--- config.mk ---
export PLATFORM = sky130hd
export DESIGN_NAME = wdt_power_down
export DESIGN_NICKNAME = d
export VERILOG_FILES = /design/src/hw/wdt_power_down.v
export VERILOG_INCLUDE_DIRS = /design/src /design/src/hw
export SDC_FILE = /design/constraint.sdc
export NUM_CORES = 1
export LEC_CHECK = 0
export BUFFER_PORTS_ARGS = -buffer_cell sky130_fd_sc_hd__buf_4
export CAP_MARGIN = 30
export CORE_ASPECT_RATIO = 0.8
export CORE_MARGIN = 2
export CORE_UTILIZATION = 48
export CTS_BUF_LIST = sky130_fd_sc_hd__clkbuf_4
export CTS_CLUSTER_SIZE = 10
export DETAILED_ROUTE_END_ITERATION = 7
export GPL_TIMING_DRIVEN = 1
export PLACE_DENSITY = 0.68
export SYNTH_ARGS = -nofsm -noshare
export SYNTH_HDL_FRONTEND = slang
export SYNTH_SLANG_ARGS = --single-unit
--- constraint.sdc ---
create_clock -name mclk -period 8.3 [get_ports mclk]
set_input_delay 0 -clock mclk [delete_from_list [all_inputs] [get_ports mclk]]
set_output_delay 0 -clock mclk [all_outputs]
set_load 0.01 [all_outputs]
--- src/hw/wdt_pd_defines.vh ---
`ifndef WDT_PD_DEFINES_VH
`define WDT_PD_DEFINES_VH
// register offsets
`define ADDR_WATCHDOG_CONTROL 4'h0
`define ADDR_RESET_CAUSE 4'h1
`define ADDR_MODE_CONTROL 4'h2
`define ADDR_STATUS 4'h3
`define ADDR_PORT_A_WAKE 4'h4
`define ADDR_COMMAND 4'h5
`define ADDR_WAKE_CAUSE 4'h6
// reset values and key codes
`define WATCHDOG_CONTROL_RESET 8'h53
`define KEY_DISABLE 5'h15
`define KEY_ENABLE 5'h0a
`define PERIOD_RESET 3'h3
// field positions
`define KEY_HI 7
`define KEY_LO 3
`define MODE_FAST_KEEP 0
`define MODE_SLOW_KEEP 1
`define MODE_SUB_SEL 2
`define STAT_PDF 0
`define STAT_TO 1
`define CMD_WATCHDOG_CLEAR_INSTRUCTION 0
`define CMD_HALT 1
// invalid key reset delay in slow-clock edges (2~3 taken as 2 full edges)
`define KEY_RESET_SLOW_EDGES 2'h2
// power modes
`define PM_RUN 3'h0
`define PM_SLEEP 3'h1
`define PM_IDLE0 3'h2
`define PM_IDLE1 3'h3
`define PM_FAST_ONLY 3'h4
`endif

--- src/hw/wdt_power_down.v ---
`timescale 1ns/1ps
//Contract
// fast-only idle: fast on, slow stopped, halt
// keep bits pick sleep, idle0, idle1
// power-down entry sets pdf, clears to
// entry clears counter; counts only if enabled
// registers and ports held during power-down
// wake on reset, port a, interrupt, overflow
// external reset wake gives full reset
// pdf cleared by power-up or clear; set halt
// timeout in power-down sets flags, resets pc
// per-pin port a falling edge wake
// interrupt wake: pending if disabled/stack full
// flag set before entry cannot wake
// counter clocked by selected slow clock
// period select picks 2^8..2^18 tap
// bad key resets after slow cycles
// bad key reset sets key reset flag
// power-on key enable, period 011
// key reset flag cleared only by software
// normal overflow resets device, sets to
// counter cleared by key reset, clear, halt, pin
// software clears watchdog before overflow
// counter 18 bits, tap by period select
`include "wdt_pd_defines.vh"
module wdt_power_down #(
  parameter PORT_W = 8,
  parameter IRQ_W = 4,
  parameter CNT_W = 18
) (
  // clock and reset
  input wire mclk,
  input wire reset_n,
  // register port
  input wire [3:0] addr,
  input wire [7:0] wdata,
  input wire wr_stb,
  input wire rd_stb,
  output reg [7:0] rdata,
  // oscillators and pins
  input wire crystal_low_speed_osc,
  input wire internal_low_speed_osc,
  input wire external_clear_n,
  input wire [PORT_W-1:0] port_a_in,
  // interrupt sources from core
  input wire [IRQ_W-1:0] irq_req,
  input wire [IRQ_W-1:0] irq_en,
  input wire stack_full,
  // outputs to core
  output reg cpu_halt,
  output reg fast_clock_on,
  output reg slow_clock_on,
  output reg [2:0] power_mode,
  output reg full_reset,
  output reg pc_sp_reset,
  output reg irq_service,
  output reg wake_pulse
);
  reg rst_a_r, rst_b_r;
  wire rst_n = rst_b_r;
  always @(posedge mclk or negedge reset_n) begin
    if (!reset_n) begin
      rst_a_r <= 1'b0;
      rst_b_r <= 1'b0;
    end else begin
      rst_a_r <= 1'b1;
      rst_b_r <= rst_a_r;
    end
  end

  // pin synchronisers
  reg [PORT_W+3:0] sy1_r, sy2_r;
  always @(posedge mclk or negedge rst_n) begin
    if (!rst_n) begin
      sy1_r <= {(PORT_W+4){1'b1}};
      sy2_r <= {(PORT_W+4){1'b1}};
    end else begin
      sy1_r <= {crystal_low_speed_osc, internal_low_speed_osc, external_clear_n, 1'b1, port_a_in};
      sy2_r <= sy1_r;
    end
  end
  wire [PORT_W-1:0] pa_s = sy2_r[PORT_W-1:0];
  wire clr_pin_n_s = sy2_r[PORT_W+1];
  wire internal_low_speed_osc_s = sy2_r[PORT_W+2];
  wire lxt_s = sy2_r[PORT_W+3];

  reg [7:0] watchdog_control_r;
  reg key_flag_r;
  reg fast_keep_r, slow_keep_r, sub_sel_r;
  reg pdf_r, to_r;
  reg [PORT_W-1:0] pa_wake_r, pa_prev_r;
  reg [IRQ_W-1:0] irq_mask_r;
  reg [2:0] pm_r;
  reg [CNT_W-1:0] cnt_r;
  reg slow_prev_r, internal_low_speed_osc_prev_r, clr_prev_r;
  reg [1:0] key_cnt_r;
  reg [2:0] wake_cause_r;

  wire [4:0] key = watchdog_control_r[`KEY_HI:`KEY_LO];
  wire key_ok = (key == `KEY_ENABLE) || (key == `KEY_DISABLE);
  wire wdt_en = (key == `KEY_ENABLE);
  // slow clock pick and rising edge
  wire slow_s = sub_sel_r ? lxt_s : internal_low_speed_osc_s;
  wire slow_rise = slow_s & ~slow_prev_r;
  wire internal_low_speed_osc_rise = internal_low_speed_osc_s & ~internal_low_speed_osc_prev_r;
  // slow clock stops in sleep and fast-only idle
  wire slow_run = (pm_r == `PM_RUN) || (pm_r == `PM_IDLE0) || (pm_r == `PM_IDLE1);

  // tap select
  reg [4:0] tap;
  always @* begin
    case (watchdog_control_r[2:0])
      3'h0: tap = 5'd8;
      3'h1: tap = 5'd10;
      3'h2: tap = 5'd12;
      3'h3: tap = 5'd14;
      3'h4: tap = 5'd15;
      3'h5: tap = 5'd16;
      3'h6: tap = 5'd17;
      default: tap = 5'd18;
    endcase
  end
  wire [CNT_W-1:0] limit = {{(CNT_W-1){1'b0}}, 1'b1} << tap;
  wire overflow = wdt_en && slow_rise && slow_run && (cnt_r == limit - 1'b1);

  wire wr_cmd = wr_stb && (addr == `ADDR_COMMAND);
  wire clr_cmd = wr_cmd && wdata[`CMD_WATCHDOG_CLEAR_INSTRUCTION];
  wire halt_cmd = wr_cmd && wdata[`CMD_HALT] && (pm_r == `PM_RUN);
  wire key_reset = !key_ok && (key_cnt_r == `KEY_RESET_SLOW_EDGES);
  wire pd = (pm_r != `PM_RUN);

  // wake events
  wire [PORT_W-1:0] pa_fall = pa_prev_r & ~pa_s & pa_wake_r;
  wire [IRQ_W-1:0] irq_wake = irq_req & ~irq_mask_r;
  wire pa_wake = pd && (|pa_fall);
  wire irq_wk = pd && (|irq_wake);
  wire ext_clr = !clr_pin_n_s;

  reg [2:0] pm_nxt;
  always @* begin
    if (fast_keep_r && slow_keep_r)
      pm_nxt = `PM_IDLE1;
    else if (fast_keep_r)
      pm_nxt = `PM_FAST_ONLY;
    else if (slow_keep_r)
      pm_nxt = `PM_IDLE0;
    else
      pm_nxt = `PM_SLEEP;
  end

  // slow edge history, reset to the synchroniser idle level so no false edge follows
  always @(posedge mclk or negedge rst_n) begin
    if (!rst_n) begin
      slow_prev_r <= 1'b1;
      internal_low_speed_osc_prev_r <= 1'b1;
    end else begin
      slow_prev_r <= slow_s;
      internal_low_speed_osc_prev_r <= internal_low_speed_osc_s;
    end
  end

  // pin edge history, idle high
  always @(posedge mclk or negedge rst_n) begin
    if (!rst_n) begin
      pa_prev_r <= {PORT_W{1'b1}};
      clr_prev_r <= 1'b1;
    end else begin
      pa_prev_r <= pa_s;
      clr_prev_r <= clr_pin_n_s;
    end
  end

  // one event per cycle: reset, overflow, halt, port wake, interrupt wake, clear
  wire ext_fall = clr_prev_r & ~clr_pin_n_s;
  wire rst_evt = ext_fall || key_reset;
  wire ovf_go = !rst_evt && overflow;
  wire busy_go = rst_evt || overflow;
  wire halt_go = !busy_go && halt_cmd;
  wire pa_go = !busy_go && !halt_cmd && pa_wake;
  wire irq_go = !busy_go && !halt_cmd && !pa_wake && irq_wk;
  wire clr_go = !busy_go && !halt_cmd && !pa_wake && !irq_wk && clr_cmd;
  wire pd_wdt = ovf_go && pd;
  wire run_wdt = ovf_go && !pd;

  // bad key delay counted on the low-speed oscillator
  always @(posedge mclk or negedge rst_n) begin
    if (!rst_n) begin
      key_cnt_r <= 2'h0;
    end else if (key_ok || key_reset) begin
      key_cnt_r <= 2'h0;
    end else if (internal_low_speed_osc_rise) begin
      key_cnt_r <= key_cnt_r + 2'h1;
    end
  end

  // watchdog control; a bad key brings back the power-on value
  always @(posedge mclk or negedge rst_n) begin
    if (!rst_n) begin
      watchdog_control_r <= `WATCHDOG_CONTROL_RESET;
    end else if (key_reset) begin
      watchdog_control_r <= `WATCHDOG_CONTROL_RESET;
    end else if (wr_stb && !pd && addr == `ADDR_WATCHDOG_CONTROL) begin
      watchdog_control_r <= wdata;
    end
  end

  // idle keep bits and sub clock select
  always @(posedge mclk or negedge rst_n) begin
    if (!rst_n) begin
      fast_keep_r <= 1'b0;
      slow_keep_r <= 1'b0;
      sub_sel_r <= 1'b0;
    end else if (wr_stb && !pd && addr == `ADDR_MODE_CONTROL) begin
      fast_keep_r <= wdata[`MODE_FAST_KEEP];
      slow_keep_r <= wdata[`MODE_SLOW_KEEP];
      sub_sel_r <= wdata[`MODE_SUB_SEL];
    end
  end

  // port a wake enables, one bit per pin
  always @(posedge mclk or negedge rst_n) begin
    if (!rst_n) begin
      pa_wake_r <= {PORT_W{1'b0}};
    end else if (wr_stb && !pd && addr == `ADDR_PORT_A_WAKE) begin
      pa_wake_r <= wdata[PORT_W-1:0];
    end
  end

  // key reset flag: set wins, only software zero clears
  always @(posedge mclk or negedge rst_n) begin
    if (!rst_n) begin
      key_flag_r <= 1'b0;
    end else if (key_reset) begin
      key_flag_r <= 1'b1;
    end else if (wr_stb && addr == `ADDR_RESET_CAUSE && !wdata[0]) begin
      key_flag_r <= 1'b0;
    end
  end

  // watchdog counter; held at zero while disabled
  always @(posedge mclk or negedge rst_n) begin
    if (!rst_n) begin
      cnt_r <= {CNT_W{1'b0}};
    end else if (key_reset || clr_cmd || halt_cmd || ext_clr || overflow || !wdt_en) begin
      cnt_r <= {CNT_W{1'b0}};
    end else if (slow_rise && slow_run) begin
      cnt_r <= cnt_r + {{(CNT_W-1){1'b0}}, 1'b1};
    end
  end

  // power state
  always @(posedge mclk or negedge rst_n) begin
    if (!rst_n) begin
      pm_r <= `PM_RUN;
    end else if (rst_evt || pd_wdt || pa_go || irq_go) begin
      pm_r <= `PM_RUN;
    end else if (halt_go) begin
      pm_r <= pm_nxt;
    end
  end

  // power-down flag
  always @(posedge mclk or negedge rst_n) begin
    if (!rst_n) begin
      pdf_r <= 1'b0;
    end else if (pd_wdt || halt_go) begin
      pdf_r <= 1'b1;
    end else if (clr_go) begin
      pdf_r <= 1'b0;
    end
  end

  // watchdog expiry flag
  always @(posedge mclk or negedge rst_n) begin
    if (!rst_n) begin
      to_r <= 1'b0;
    end else if (ovf_go) begin
      to_r <= 1'b1;
    end else if (halt_go || clr_go) begin
      to_r <= 1'b0;
    end
  end

  // requests already pending at halt may not wake
  always @(posedge mclk or negedge rst_n) begin
    if (!rst_n) begin
      irq_mask_r <= {IRQ_W{1'b0}};
    end else if (halt_go) begin
      irq_mask_r <= irq_req;
    end
  end

  // last wake source
  always @(posedge mclk or negedge rst_n) begin
    if (!rst_n) begin
      wake_cause_r <= 3'h0;
    end else if (rst_evt && pd) begin
      wake_cause_r <= 3'h1;
    end else if (pd_wdt) begin
      wake_cause_r <= 3'h4;
    end else if (pa_go) begin
      wake_cause_r <= 3'h2;
    end else if (irq_go) begin
      wake_cause_r <= 3'h3;
    end
  end

  // reset pulses, one cycle per event even while the pin stays low
  always @(posedge mclk or negedge rst_n) begin
    if (!rst_n) begin
      full_reset <= 1'b0;
      pc_sp_reset <= 1'b0;
    end else begin
      full_reset <= rst_evt || run_wdt;
      pc_sp_reset <= pd_wdt;
    end
  end

  // wake and interrupt pulses
  always @(posedge mclk or negedge rst_n) begin
    if (!rst_n) begin
      irq_service <= 1'b0;
      wake_pulse <= 1'b0;
    end else begin
      irq_service <= irq_go && (|(irq_wake & irq_en)) && !stack_full;
      wake_pulse <= (rst_evt && pd) || pd_wdt || pa_go || irq_go;
    end
  end

  // halt and mode levels, one cycle behind the power state
  always @(posedge mclk or negedge rst_n) begin
    if (!rst_n) begin
      cpu_halt <= 1'b0;
      power_mode <= `PM_RUN;
    end else begin
      cpu_halt <= pd;
      power_mode <= pm_r;
    end
  end

  // clock enables
  always @(posedge mclk or negedge rst_n) begin
    if (!rst_n) begin
      fast_clock_on <= 1'b1;
      slow_clock_on <= 1'b1;
    end else begin
      fast_clock_on <= (pm_r == `PM_RUN) || (pm_r == `PM_IDLE1) || (pm_r == `PM_FAST_ONLY);
      slow_clock_on <= slow_run;
    end
  end

  // read mux; data stands only in the cycle after the strobe
  reg [7:0] rdata_nxt;
  always @* begin
    rdata_nxt = 8'h00;
    if (rd_stb) begin
      case (addr)
        `ADDR_WATCHDOG_CONTROL: rdata_nxt = watchdog_control_r;
        `ADDR_RESET_CAUSE: rdata_nxt = {7'h00, key_flag_r};
        `ADDR_MODE_CONTROL: rdata_nxt = {5'h00, sub_sel_r, slow_keep_r, fast_keep_r};
        `ADDR_STATUS: rdata_nxt = {6'h00, to_r, pdf_r};
        `ADDR_PORT_A_WAKE: rdata_nxt = pa_wake_r;
        `ADDR_WAKE_CAUSE: rdata_nxt = {5'h00, wake_cause_r};
        default: rdata_nxt = 8'h00;
      endcase
    end
  end

  always @(posedge mclk or negedge rst_n) begin
    if (!rst_n) begin
      rdata <= 8'h00;
    end else begin
      rdata <= rdata_nxt;
    end
  end
endmodule // wdt_power_down

==> metrics.txt, run 1 <==
final instance area=5470 µm²; clock slew at reported path FFs=160 ps; top cell family by delay on the critical path=simple AND/OR/NAND/NOR gates; worst reg2reg setup slack=5550 ps; pwr dens=216 nW/µm²; row count=31; vias in the first global route=3,202; Synth cell types=54; Finish-stage setup viols=0; post-layout min period=2750 ps; I/O pin total=54; Cell Chain, Critical Path=nor3b_1 > nand3_1 > nor4b_2 > nand4_1 > and3_1 > mux2_4; largest net degree at the start of global routing=52; Slew headroom=53.0%; clock root buffer=clkbuf_4; Setup TNS=0 ps; register area share after synthesis=59.9%; die extent in y=90.3 µm; Clock Latency Late Sink=490 ps; # port buffers=53; RSZ-0062 raised after global routing=no; Non-Filler Instances=591; CTS H-tree lvls=3; clock tree sinks=105; #FFs+latches synth=105; Final period util=33.1%; die area=10,100 µm²; peak supply drop=0.134 mV; DRT Pass-1 Iters=4; total track usage=19.8%; CTS Buffer Depth=2; drt wl/cell=15.6 µm; critical-path maximum fanout=11; Starting Density=49.5%; Final ANT Viol Nets=0; status=complete, no violations; crit-path max cell delay=580 ps; FFs w/ async S/R, synth=100%; Core Util, Final=60.6%; Synth-to-Final Area Change=22.4%; DRC=0; critical path arrival=3130 ps; number of antenna diodes=0; Crit path required time=8680 ps; Fin. Hold Viols=0; Ys Warns=0; min-delay src=irq_en[0]; Total Power=1.18 mW; Post-DP HPWL=6460 µm; # placed instances=541; Setup CP Type=register to register; clk_skew=22.5 ps; Post-Syn Nets=425; CP Launch Type=register; Fin Hold WS=46.6 ps; final-report max-slew violation count=0; worst hold path class=input port to register; fmax=364 MHz; fraction of layout cells with a size suffix above 1=28.8%; GRT overflow=0; ys flop type=dfrtp_1; Worst Path Buf+Inv=0; placed cell area=4980 µm²; Worst Tran Pin Value=700 ps; Total Nets Final=513; endpoint type of the worst setup path=register; RR Startpoint=watchdog_control_r[4]; TritonCTS Buffers=9; first-pass GRT wire length=15,700 µm; synthesized cell area=4470 µm²; Worst Setup SP=watchdog_control_r[4]; post-CTS resize count=0; slowest library cell on the worst path=dfstp_2; vias=3,195; Syn Area/Cell=11.7 µm²; Post-synth EDFFs=0; 1st-iter DRT viols=167; Post-Route WL=9230 µm; fin worst setup slack=5550 ps; Post-Place Setup Slack=5610 ps; CTS tree=built; die width=112 µm; Core Footprint=9040 µm²; Max Cap Viol=0; cell count after synthesis=383; Leakage=2.40 nW; Placer Congestion=0.785; drt via density=5.41; initial antenna violation count=0
routing by layer:
| metal | global-route usage [%] | share of wire (%) | vias to the layer above |
|---|---|---|---|
| met5 | 0 | 0 | - |
| met4 | 6.17 | 1.1 | 0 |
| met3 | 5.77 | 5.0 | 9 |
| met2 | 31.0 | 48 | 67 |
| met1 | 26.9 | 46 | 1595 |
| li1 | - | - | 1524 |
cell usage in the layout, fill, tap and decap left out, drive strengths merged, types with 6 or more instances in the layout:
master	netlist	layout
nand2	37	37
nor3	8	8
ha	6	6
clkbuf	3	10
nor2	42	42
xnor2	8	8
xor2	10	10
dlygate4sd3	0	34
and2	6	6
nand4	9	9
nand3	15	15
dfstp	39	39
dfrtp	66	66
inv	10	14
and3	11	11
mux2	16	16
a21oi	13	13
buf	10	56
o21ai	8	8
nor2b	7	7
cell usage after synthesis (all sizes together) (3+ instances only):
master	instances	share of area, %
nor2b	7	0.98
nor4	5	0.98
o22ai	5	0.70
a31oi	3	0.42
mux2	16	4.4
nand2	37	3.1
xor2	10	2.0
dfrtp	66	37
ha	6	1.7
xnor2	8	1.6
clkbuf	3	0.25
and2	6	0.84
dfstp	39	23
mux2i	3	0.67
nor3	8	1.0
nand2b	3	0.42
nor2	42	3.5
nand3	15	1.7
buf	10	1.5
nand3b	4	0.67
nand4	9	1.6
a21oi	13	1.5
nor4b	5	1.1
a22oi	5	0.84
o21ai	8	0.90
and3	11	1.5
inv	10	0.84
cell families after synthesis:
logic type / after synthesis / synth area share, %
XOR/XNOR: 18 / 3.53
adder cells (fa/ha/maj): 6 / 1.68
other: 1 / 0.0839
flip-flops: 105 / 59.9
buffers and inverters: 23 / 2.60
multiplexers: 21 / 6.05
AO/OA/AOI/OAI: 53 / 7.95
AND/OR/NAND/NOR: 156 / 18.2
what timing repair did:
| action | 4_1_cts | 5_1_grt |
|---|---|---|
| hold buffers | 34 | 0 |
| hold endpoints to repair | 47 | 0 |
| setup endpoints to repair | 0 | 0 |
| setup buffers | 0 | 0 |
layout make-up:
class / instances / area (µm²)
Fill cell: 727 / 3560
Sequential cell: 105 / 2680
Multi-Input combinational cell: 255 / 1680
Timing Repair Buffer: 90 / 781
Tap cell: 115 / 144
Clock inverter: 6 / 78.8
Clock buffer: 10 / 75.1
Inverter: 10 / 37.5
report_power, final:
part	internal, mW	switching (mW)	leakage (nW)	total (mW)
logic	0.120	0.126	1.03	0.246
clock network	0.102	0.178	0.0854	0.280
registers	0.591	0.0669	1.28	0.658
total	0.813	0.371	2.40	1.18
sequential cells by signal (all words and copies together), names as in the netlist, 2 cells and up:
register	flops
pa_prev_r	8
irq_mask_r	4
cnt_r	18
sy1_r	11
pa_wake_r	8
wake_cause_r	3
power_mode	3
key_cnt_r	2
watchdog_control_r	8
pm_r	3
sy2_r	11
rdata	8
tightest hold or removal path, stage by stage:
cell	delay, ps
buf_4	80
a221oi_1	60
nor4_1	210
and2_1	150
final timing paths:
| check | to | cells after the start |
|---|---|---|
| worst max-delay path | irq_mask_r[0] | 6 |
| worst min register to register | irq_mask_r[1] | 0 |
| worst min-delay path | irq_service | 4 |
| worst max register to register | irq_mask_r[0] | 6 |
| max in group asynchronous | sy1_r[10] | 2 |
| min in group asynchronous | irq_mask_r[1] | 0 |
Power figures use the tool's default switching activity.
==> inputs of run 2 (changes only) <==
==> constraint.sdc (replaced) <==
create_clock -name mclk -period 2.9 [get_ports mclk]
set_input_delay 0 -clock mclk [delete_from_list [all_inputs] [get_ports mclk]]
set_output_delay 0 -clock mclk [all_outputs]
set_load 0.01 [all_outputs]
==> metrics.txt, run 2 (same netlist as run 1, synthesis figures left out) <==
die width=112 µm (unchanged); Slew headroom=48.2% (-4.7 points); DRC=0 (unchanged); TritonCTS Buffers=9 (unchanged); Int Pwr=2.23 mW (+170%); CTS tree=built; Final period util=78.9% (+46 points); number of fill cells=759 (+4.4%); final-report max-slew violation count=0 (unchanged); number of antenna diodes=0 (unchanged); fin worst setup slack=611 ps (-4940 ps); Synth-to-Final Area Change=21.6%; GRT overflow=0 (unchanged); largest net degree at the start of global routing=57 (+9.6%); top cell family by delay on the critical path=simple AND/OR/NAND/NOR gates; fmax=437 MHz (+20%); Placer Congestion=0.809 (+3.1%); Cell Chain, Critical Path=nor3b_1 > nand3_1 > nor4b_2 > nand4_1 > and3_1 > mux2_4; Worst Path Buf+Inv=0 (unchanged); 1st-iter DRT viols=167 (unchanged); fraction of layout cells with a size suffix above 1=29.1% (+0.30 points); Final ANT Viol Nets=0 (unchanged); clk_skew=13.8 ps (-8.71 ps); Total Nets Final=515 (+0.39%); Max Cap Viol=0 (unchanged); CP Launch Type=register; Leakage=2.38 nW (-0.54%); most common cell after layout, fill and taps aside=dfrtp_1; die area=10,100 µm² (unchanged); area of the multi-input gates=1680 µm² (unchanged); row count=31 (unchanged); Crit path required time=3270 ps (-5410 ps); drt wl/cell=15.5 µm (-0.48%); FF/Latch Area=2680 µm² (unchanged); clock tree sinks=105 (unchanged); status=complete, no violations; Fin Hold WS=62.3 ps (+15.7 ps); pwr dens=605 nW/µm² (+180%); Fin. Hold Viols=0 (unchanged); Top reg by flops=cnt_r; slowest library cell on the worst path=dfstp_2; NetSw=1.06 mW (+190%); max FFs per register=18 (unchanged); first-pass GRT wire length=15,600 µm (-0.79%); DRT Pass-1 Iters=4 (unchanged); part of the power in registers=57.8% (+2.2 points); RSZ-0062 raised after global routing=no; drt via density=5.41 (+0.13%); Clock Latency Late Sink=470 ps (-20 ps); Post-Route WL=9220 µm (-0.14%); combinational power share=21.1% (+0.3 points); # port buffers=53 (unchanged); Largest regs=cnt_r (18), sy1_r (11), sy2_r (11); Setup CP Type=register to register; Worst Tran Pin Value=770 ps (+70.3 ps); peak supply drop=0.381 mV (+190%); Total Power=3.29 mW (+180%); Finish-stage setup viols=0 (unchanged); critical path arrival=2660 ps (-470 ps); CTS H-tree lvls=3 (unchanged); clock root buffer=clkbuf_4; Post-DP HPWL=6310 µm (-2.3%); clock slew at reported path FFs=160 ps (about the same); vias=3,210 (+0.47%); most frequent cells in the layout=65 x dfrtp_1, 58 x buf_4, 42 x nor2_1; crit-path max cell delay=580 ps (about the same); initial antenna violation count=0 (unchanged); sw frac=32.2% (+0.84 points); vias in the first global route=3,173 (-0.91%); Setup TNS=0 ps (unchanged); endpoint type of the worst setup path=register; critical-path maximum fanout=4 (-7); total track usage=19.7% (-0.14 points); clock power share=21.1% (-2.5 points); Core Footprint=9040 µm² (unchanged); I/O pin total=54 (unchanged); post-layout min period=2290 ps (-459 ps); worst hold path class=input port to register; CTS Buffer Depth=2 (unchanged); Post-Place Setup Slack=656 ps (-4960 ps); Starting Density=49.5% (unchanged); die extent in y=90.3 µm (unchanged)
run 2: cell types whose count changed in the layout (fill, tap and decap cells not counted), sizes merged:
cell	previous run	this run
bufinv	1	0
clkinv	1	2
buf	56	58
run 2: final timing paths:
path | startpoint | to | slack, ps | depth (start not counted)
min in group asynchronous | reset_n | rst_b_r | 380 | 3
setup / recovery | watchdog_control_r[4] | irq_mask_r[2] | 610 | 6
setup reg to reg | watchdog_control_r[4] | irq_mask_r[2] | 610 | 6
hold reg to reg | sy1_r[2] | sy2_r[2] | 350 | 0
hold / removal | irq_en[2] | irq_service | 60 | 4
max in group asynchronous | rst_b_r | clr_prev_r | 1650 | 1
run 2: what timing repair did:
| item | 4_1_cts | 5_1_grt |
|---|---|---|
| buffers inserted | 0 | 0 |
| resized for setup | 0 | 0 |
| endpoints found under the setup margin | 0 | 0 |
| endpoints found under the hold margin | 47 | 0 |
| hold buffers | 34 | 0 |
run 2: tightest hold or removal path, cell delays in order:
cell	delay, ps
buf_4	80
a221oi_1	60
nor4_1	210
and2_1	150
run 2: final cells by class:
type	instances	area share [%]
clock buffer	10	1.38
clock inverter	6	0.852
inverter	10	0.690
multi-input combinational	255	30.9
sequential	105	49.3
tap	115	2.65
timing repair buffer	92	14.3
run 2: per-stage QoR:
step,utilization [%],cell area [µm²],std cells
floorplan,-,4470,383
finish,60.2,5440,593
global placement,55.0,4970,543
detailed placement,55.0,4970,543
CTS,60.2,5440,593
global route,60.2,5440,593
run 2: power groups by stage:
stage                     sequential [mW]  combinational, mW  clock (mW)
after global routing                 1.93              0.788       0.776
after floorplan                      1.83              0.536           0
after global placement               1.92              0.639           0
final                                1.90              0.694       0.695
after detailed placement             1.92              0.659           0
after CTS                            1.90              0.699       0.720
run 2: routing by layer:
metal / GRT usage [%] / part of all wire [%] / vias up
met3: 5.23 / 4.9 / 15
met5: 0 / 0 / -
li1: - / - / 1531
met2: 29.6 / 45 / 76
met1: 28.0 / 48 / 1588
met4: 6.28 / 1.7 / 0
